--- config.mk ---
export PLATFORM = sky130hd
export DESIGN_NAME = config_word_one_decode
export DESIGN_NICKNAME = d
export VERILOG_FILES = /design/src/config_word_one_pkg.sv /design/src/config_word_one_decode.sv
export VERILOG_INCLUDE_DIRS = /design/src /design/src/src
export SDC_FILE = /design/constraint.sdc
export NUM_CORES = 1
export LEC_CHECK = 0
export BUFFER_PORTS_ARGS = -buffer_cell sky130_fd_sc_hd__clkbuf_2
export CAP_MARGIN = 0
export CORE_UTILIZATION = 35
export CTS_BUF_LIST = sky130_fd_sc_hd__clkbuf_8 sky130_fd_sc_hd__clkbuf_16
export DETAILED_ROUTE_END_ITERATION = 10
export PLACE_DENSITY = 0.63
export SETUP_SLACK_MARGIN = 0.02
export SLEW_MARGIN = 30
export SYNTH_ARGS = -nofsm -noshare
export SYNTH_HDL_FRONTEND = slang
export SYNTH_SLANG_ARGS = --single-unit
--- constraint.sdc ---
create_clock -name clk -period 2.65 [get_ports clk]
set_input_delay 0.265 -clock clk [delete_from_list [all_inputs] [get_ports clk]]
set_output_delay 0.265 -clock clk [all_outputs]
set_load 0.005 [all_outputs]
--- src/config_word_one_regs.svh ---
`ifndef CONFIG_WORD_ONE_REGS_SVH
`define CONFIG_WORD_ONE_REGS_SVH

// flash word addresses of configuration words one to four
`define CW_ADDR_LARGE_1     16'hABFE
`define CW_ADDR_SMALL_1     16'h57FE
`define CW_ADDR_STEP        16'h0002
`define CW_ADDR_LARGE_4     16'hABF8

// field positions of configuration word one
`define CW1_UPPER_MSB       23
`define CW1_UPPER_LSB       16
`define CW1_RSVD_BIT        15
`define CW1_SCAN_BIT        14
`define CW1_PROT_BIT        13
`define CW1_WPROT_BIT       12
`define CW1_DEBUG_BIT       11
`define CW1_UNIMP_HI_BIT    10
`define CW1_EMU_MSB         9
`define CW1_EMU_LSB         8
`define CW1_WDT_ON_BIT      7
`define CW1_WIN_OFF_BIT     6
`define CW1_UNIMP_LO_BIT    5
`define CW1_PRESCALE_BIT    4
`define CW1_POST_MSB        3
`define CW1_POST_LSB        0

// unprogrammed value and bits that always read one
`define CW1_ERASED          24'hFFFFFF
`define CW1_FORCE_ONE       24'hFF0420

// prescaler ratios
`define WDT_PRESCALE_HI     8'h80
`define WDT_PRESCALE_LO     8'h20

`endif

--- src/config_word_one_pkg.sv ---
package config_word_one_pkg;
  typedef enum logic [1:0] {
    pair_none,
    pair_one,
    pair_two,
    pair_three
  } emu_pair_t;

  typedef enum {
    st_fetch,
    st_wait,
    st_latch,
    st_run
  } load_state_t;
endpackage

--- src/config_word_one_decode.sv ---
`timescale 1ns/10ps
`include "config_word_one_regs.svh"

module config_word_one_decode (
  input  wire logic        clk,
  input  wire logic        reset,
  input  wire logic        clk_en,
  input  wire logic        small_memory,
  output logic      [15:0] flash_addr,
  output logic             flash_rd,
  input  wire logic        flash_rd_valid,
  input  wire logic [23:0] flash_rd_data,
  input  wire logic        prog_wr,
  input  wire logic        prog_via_scan,
  input  wire logic [23:0] prog_data,
  output logic      [23:0] config_word_one,
  output logic             scan_port_on,
  output logic             code_protect_all_n,
  output logic             flash_write_protect_n,
  output logic             debug_mode,
  output logic      [1:0]  emu_pin_pair_sel,
  output logic             emu_pair_one,
  output logic             emu_pair_two,
  output logic             emu_pair_three,
  output logic             watchdog_on_cfg,
  output logic             window_mode_off,
  output logic             watchdog_prescale_sel,
  output logic      [7:0]  watchdog_prescale_ratio,
  output logic      [3:0]  watchdog_postscale_sel,
  output logic      [15:0] watchdog_postscale_ratio,
  output logic             core_reset_hold,
  output logic             watchdog_reset_hold
);

  ////////////////////////////////////////////////////////////////////////////////
  // load sequencer

  config_word_one_pkg::load_state_t state;
  config_word_one_pkg::load_state_t next_state;
  logic [1:0]  word_idx;
  logic [1:0]  next_word_idx;
  logic [23:0] word_one;
  logic [23:0] next_word_one;
  logic [15:0] next_flash_addr;
  logic        next_flash_rd;
  logic [15:0] base_addr;
  logic        strap_small;
  logic        next_strap_small;
  logic        small_sync_1;
  logic        small_sync_2;

  // strap pin crosses in through two flops; no reset so it settles while reset is held
  always_ff @(posedge clk) begin
    if (clk_en) begin
      small_sync_1 <= small_memory;
      small_sync_2 <= small_sync_1;
    end
  end

  always_comb begin
    base_addr = strap_small ? `CW_ADDR_SMALL_1 : `CW_ADDR_LARGE_1;
    next_state = state;
    next_word_idx = word_idx;
    next_word_one = word_one;
    next_flash_addr = flash_addr;
    next_flash_rd = 1'b0;
    next_strap_small = strap_small;
    unique case (state)
      config_word_one_pkg::st_fetch: begin
        next_strap_small = small_sync_2;
        next_flash_addr = (small_sync_2 ? `CW_ADDR_SMALL_1 : `CW_ADDR_LARGE_1)
                          - 16'(word_idx) * `CW_ADDR_STEP;
        next_flash_rd = 1'b1;
        next_state = config_word_one_pkg::st_wait;
      end
      config_word_one_pkg::st_wait: begin
        if (flash_rd_valid) begin
          if (word_idx == 2'h0) begin
            next_word_one = flash_rd_data | `CW1_FORCE_ONE;
          end
          if (word_idx == 2'h3) begin
            next_state = config_word_one_pkg::st_latch;
          end else begin
            next_word_idx = word_idx + 2'h1;
            next_flash_addr = base_addr - 16'(word_idx + 2'h1) * `CW_ADDR_STEP;
            next_flash_rd = 1'b1;
          end
        end
      end
      config_word_one_pkg::st_latch: begin
        next_state = config_word_one_pkg::st_run;
      end
      config_word_one_pkg::st_run: begin
        if (prog_wr) begin
          // program-once: bits can only clear
          next_word_one = (word_one & prog_data) | `CW1_FORCE_ONE;
          if (prog_via_scan) begin
            next_word_one[`CW1_SCAN_BIT] = word_one[`CW1_SCAN_BIT];
          end
        end
      end
    endcase
  end

  always_ff @(posedge clk or posedge reset) begin
    if (reset) begin
      state <= config_word_one_pkg::st_fetch;
      word_idx <= 2'h0;
      word_one <= `CW1_ERASED;
      flash_addr <= 16'h0000;
      flash_rd <= 1'b0;
      strap_small <= 1'b0;
    end else if (clk_en) begin
      state <= next_state;
      word_idx <= next_word_idx;
      word_one <= next_word_one;
      flash_addr <= next_flash_addr;
      flash_rd <= next_flash_rd;
      strap_small <= next_strap_small;
    end
  end

  ////////////////////////////////////////////////////////////////////////////////
  // decoded settings

  logic [15:0] next_post_ratio;
  logic        next_hold;
  logic        pair1;
  logic        pair2;
  logic        pair3;

  always_comb begin
    next_hold = (next_state != config_word_one_pkg::st_run);
    pair1 = next_word_one[`CW1_EMU_MSB:`CW1_EMU_LSB] == 2'h3;
    pair2 = next_word_one[`CW1_EMU_MSB:`CW1_EMU_LSB] == 2'h2;
    pair3 = next_word_one[`CW1_EMU_MSB:`CW1_EMU_LSB] == 2'h1;
    next_post_ratio = 16'h0001 << next_word_one[`CW1_POST_MSB:`CW1_POST_LSB];
  end

  always_ff @(posedge clk or posedge reset) begin
    if (reset) begin
      config_word_one <= `CW1_ERASED;
      scan_port_on <= 1'b1;
      code_protect_all_n <= 1'b1;
      flash_write_protect_n <= 1'b1;
      debug_mode <= 1'b0;
      emu_pin_pair_sel <= 2'h3;
      emu_pair_one <= 1'b1;
      emu_pair_two <= 1'b0;
      emu_pair_three <= 1'b0;
      watchdog_on_cfg <= 1'b1;
      window_mode_off <= 1'b1;
      watchdog_prescale_sel <= 1'b1;
      watchdog_prescale_ratio <= `WDT_PRESCALE_HI;
      watchdog_postscale_sel <= 4'hF;
      watchdog_postscale_ratio <= 16'h8000;
      core_reset_hold <= 1'b1;
      watchdog_reset_hold <= 1'b1;
    end else if (clk_en) begin
      config_word_one <= next_word_one;
      scan_port_on <= next_word_one[`CW1_SCAN_BIT];
      code_protect_all_n <= next_word_one[`CW1_PROT_BIT];
      flash_write_protect_n <= next_word_one[`CW1_WPROT_BIT];
      debug_mode <= ~next_word_one[`CW1_DEBUG_BIT];
      emu_pin_pair_sel <= next_word_one[`CW1_EMU_MSB:`CW1_EMU_LSB];
      emu_pair_one <= pair1;
      emu_pair_two <= pair2;
      emu_pair_three <= pair3;
      watchdog_on_cfg <= next_word_one[`CW1_WDT_ON_BIT];
      window_mode_off <= next_word_one[`CW1_WIN_OFF_BIT];
      watchdog_prescale_sel <= next_word_one[`CW1_PRESCALE_BIT];
      watchdog_prescale_ratio <= next_word_one[`CW1_PRESCALE_BIT] ?
                                 `WDT_PRESCALE_HI : `WDT_PRESCALE_LO;
      watchdog_postscale_sel <= next_word_one[`CW1_POST_MSB:`CW1_POST_LSB];
      watchdog_postscale_ratio <= next_post_ratio;
      core_reset_hold <= next_hold;
      watchdog_reset_hold <= next_hold;
    end
  end

endmodule

[Word level (Yosys, flattened, before mapping)]
Index checks and enable logic that the tools add are counted.
Word-level totals
  bits in registers: 119
  logic and storage cells: 69
Operators by class
  reduce and logical (&&, ||, !) cells: 8
  bitwise operators: 3
  mux-type cells: 17
  $add $sub $neg: 4
  eq/ne operators: 12
  shift-type cells: 1
Operator list (number)
  $pmux W32 S3: 1
  $mux W24: 3
  $eq A32 B2 Y1 const B: 2
  $mux W16: 4
  $mux W32: 2
  $pmux W24 S2: 1
  $eq A32 B1 Y1 const B: 1
  $logic_not A32 Y1: 1
  $ne A32 B3 Y1 const B: 1
  $pmux W16 S2: 1
  $and A16 B16 Y16: 1
  $shl A1 B4 Y16 const A: 1
  $sub A16 B3 Y16: 1
  $sub A16 B4 Y16: 1
  $mux W8: 1
  $ne A2 B2 Y1 const B: 4
  $reduce_and A4 Y1: 2
  $eq A2 B2 Y1 const B: 3
  $reduce_and A5 Y1: 1
  $reduce_bool A2 Y1: 2
  $add A2 B1 Y3 const B: 1
  $mux W1: 3
  $add A2 B1 Y2 const B: 1
  $eq A2 B1 Y1 const B: 1
  other kinds (4): 5

[Depth between registers and ports, before layout]
  depth in word-level cells: 5
  gate-level depth with buffers: 9

[Least setup slack after synthesis]
OpenSTA, ideal clock, no wires.
  path kind: reg2reg
  start point: reg state[13]
  end point: reg word_idx[1]
  cell stages (with the launch flop): 7
  data required time: 2.525 ns
  clock period less this slack: 2.070 ns
  arrival time: 1.945 ns
  path slack: 0.580 ns
  cell sequence: dfrtp_1 -> nor4_2 -> nand4_1 -> nor2_1 -> nand3_2 -> or4_4 -> mux2_4
Between the ends
  word-level cells in the longest chain between the ends: 2
RTL lines
  start: declaration: RTL line config_word_one_decode.sv:38  | config_word_one_pkg::load_state_t state;
  start signal: assignment: RTL line config_word_one_decode.sv:107  | state <= config_word_one_pkg::st_fetch;
  start signal: assignment: RTL line config_word_one_decode.sv:114  | state <= next_state;
  $eq A32 B1 Y1: RTL line config_word_one_decode.sv:68  | unique case (state)
  $reduce_and A4 Y1 (no line)
  end signal: assignment: RTL line config_word_one_decode.sv:115  | word_idx <= next_word_idx;
  end: declaration: RTL line config_word_one_decode.sv:40  | logic [1:0] word_idx;
Every way passes these cells.
A chain may end at the register's enable or synchronous reset.

[Final worst setup path]
  start point: reg state[22]
  end point: reg watchdog_postscale_ratio[14]
Between the ends
  word-level cells in the longest chain between the ends: 3
  elaborated cells between the ends (all ways): 4
RTL lines
  $eq A32 B2 Y1 / $eq A32 B1 Y1 (equally long branches): RTL line config_word_one_decode.sv:68
  $pmux W24 S2 *: RTL line config_word_one_decode.sv:68
  $shl A1 B4 Y16 *: RTL line config_word_one_decode.sv:137  | next_post_ratio = 16'h0001 << next_word_one[`CW1_POST_MSB:`CW1_POST_LSB];
  end signal: assignment: RTL line config_word_one_decode.sv:175  | watchdog_postscale_ratio <= next_post_ratio;
  end: declaration: RTL line config_word_one_decode.sv:30  | output logic [15:0] watchdog_postscale_ratio,
Every way passes the cells marked *; elsewhere a longest branch is shown, timed or not.

==> impl_results.md <==
- Startpoint Class: flip-flop
- Starting density of the core: 35.9%
- # diodes: 0
- Postcts setup bufs: 0
- GRT Util Overall: 14.4%
- CP max-delay cell: nor2b_1
- Critical path launch point: state[22]
- DR DRC count: 2
- First-pass GRT wire length: 12,300 um
- Register area: 2060 um2
- Crit share post-route: approximately 91%
- Final nets: 464
- Max Freq: 414 MHz
- CTS-repair resized insts: 0
- Fillers: 999
- Layout cells sized above 1: 44.7%
- Multiplexer share of the synthesized area: 1.86%
- Total number of vias: around 2,500
- Hold WC Path Type: input port to async pin
- CTS buffer count: 9
- Most common cell after layout, fill and taps aside: clkbuf_2
- Die width: 105 um
- Core Box Area: 10,300 um2
- Max incr delay on CP: 410 ps
- Core Rows: 37
- Placed cell area: 4070 um2
- XOR/XNOR share of the synthesized area: less than 1%
- R2R cell count: 7
- Synth unique cells: 44
- Synth Cell Area: 3690 um2
- Htree depth: 3
- Worst path arrival time: 2690 ps
- Routability cong.: 0.716
- Hold WS: 27.4 ps
- Failing checks: design-rule violations
- Element type at the critical path end: flip-flop
- Mapped Cells: 349
- CP Cell Sequence: nor4_1, and4_1, buf_4, a31oi_1, a21oi_1, nor2b_1, a31o_2
- Final instance area: 4280 um2
- Register area share after synthesis: 55.8%
- Final WL: 7500 um
- Multi-input gate area: 1130 um2
- Hold_buf cts: 0
- Setup tns final: 0 ps
- Setup CP Type: flip-flop to flip-flop
- Sinks on Clock Net: 81
- Worst Skew: 22.5 ps
- Die span in y: 105 um
- Worst-Margin Slew: 788 ps
- Initial antenna violation count: 0
- CP Max Fanout: 5
- Clock Path Buffers: 2
- Syn Area/Cell: between 10 and 15 um2
- Main synth FF type: dfrtp_1
- Area share of fa/ha/maj cells after synthesis: less than 1%
- Min Tclk post-route: 2410 ps
- Simple-gate share of the synthesized area: 13.4%
- First-pass iteration count of the detailed router: 7
- Worst r2r src: state[22]
- Worst-path clk slew: 90 ps
- Initial DRC count: 141
- Synth Warn #: 0
- Number of global-route vias before repair: 2,415
- Post-synth EDFFs: 2
- HPWL after DPL: 5470 um
- CP required: 2930 ps
- Gr ovfl total: 0
- Avg WL per Cell: ~14 um
- FF-to-FF End: watchdog_postscale_ratio[14]
- Leakage: 2.16 nW
- Root Driver: clkbuf_8
- PwrDens: roughly 860 nW/um2
- VDD IR max: 0.272 mV
- RSZ-0062 raised after global routing: false
- Status: finished with violations
- Max_cap viols: 0
- Clock Latency Late Sink: between 300 and 400 ps
- DR vias/cell: 4.60
- Final Setup Violations: 0
- Final Max Slew Viols: 0
- Post-synth ARST share: 97.5%
- Yosys reg bits: 81
- Number of I/O pins: 138
- Most frequent cells in the layout: clkbuf_2, dfrtp_1, o21ai_0
- Flop-to-flop setup slack: 240 ps
- Main combinational cell family by area after synthesis: buffers and inverters
- DRT antenna net count: 0
- Largest net degree at the start of global routing: 60
- Number of port buffers: 110
- Area grow syn2layout: 16.1%
- Synth Area in Compound Gates: between 10% and 20%
- Slew headroom: 47.4%
- CTS tree: built
- Full die area: about 11,000 um2
- Final Hold Viols: 0
==> critical path, delay by kind of cell, from the launching register on <==
| family | cells | cell delay, ps |
|---|---|---|
| AO/OA/AOI/OAI | 3 | 590 |
| flip-flops | 1 | 380 |
| AND/OR/NAND/NOR | 3 | 1180 |
| buffers and inverters | 1 | 190 |
==> area by class of cell <==
cell class | count | area share (%)
clock buffer | 9 | 2.89
multi-input combinational | 174 | 26.3
inverter | 20 | 1.78
timing repair buffer | 121 | 14.8
clock inverter | 7 | 2.19
tap | 136 | 3.97
sequential | 81 | 48.1
==> logic make-up after synthesis <==
kind of cell             Yosys count
XOR/XNOR                           2
adder cells (fa/ha/maj)            2
flip-flops                        81
AND/OR/NAND/NOR                   81
buffers and inverters            100
AO/OA/AOI/OAI                     76
other                              1
multiplexers                       6
==> metal layers <==
metal	global-route usage, %	wire (um)	vias up
met5	0	0	-
met4	4.23	74	0
met3	3.24	394	8
met2	22.8	3470	86
met1	19.8	3560	1191
li1	-	-	1238
==> flip-flops by register name, summed over array words and instances, names as in the netlist, 2 cells and up, named ones only <==
signal and flops:
watchdog_postscale_sel 3, watchdog_postscale_ratio 16, config_word_one 6, word_idx 2, state 32, flash_addr 6
==> power breakdown <==
group	internal, mW	switching [mW]	leakage (nW)
Sequential	1.51	0.162	1.01
Clock	0.532	0.448	0.111
Combinational	0.508	0.527	1.03
Total	2.55	1.14	2.16
==> per-stage QoR <==
step                      utilization, %  setup slack (ps)  cells  total power [mW]
after floorplan                        -               391    355              2.39
after global placement              39.6               261    532              2.72
after detailed placement            39.6               214    532              2.75
after CTS                           41.7               211    548              3.75
after global routing                41.7              26.4    548              3.95
final                               41.7               236    548              3.69
==> worst max path at each step <==
stage | slack (ps) | endpoint
CTS | 210 | watchdog_postscale_ratio[14]
global route | 30 | watchdog_postscale_ratio[1]
detailed placement | 210 | watchdog_postscale_ratio[8]
floorplan | 390 | debug_mode
finish | 240 | watchdog_postscale_ratio[14]
global placement | 260 | watchdog_postscale_ratio[14]
==> cell usage after synthesis (7+ instances only) <==
library cell | n | area share [%]
a21oi_1 | 15 | 2.0
o21ai_0 | 23 | 3.1
dfstp_2 | 18 | 13
a31o_2 | 16 | 3.8
a31oi_1 | 7 | 1.2
nand2_1 | 15 | 1.5
buf_4 | 40 | 8.1
nor2_1 | 15 | 1.5
clkbuf_1 | 37 | 3.8
nor2b_1 | 20 | 3.4
inv_1 | 20 | 2.0
dfrtp_1 | 61 | 41
Note: power is estimated with default switching activity, not from simulation.
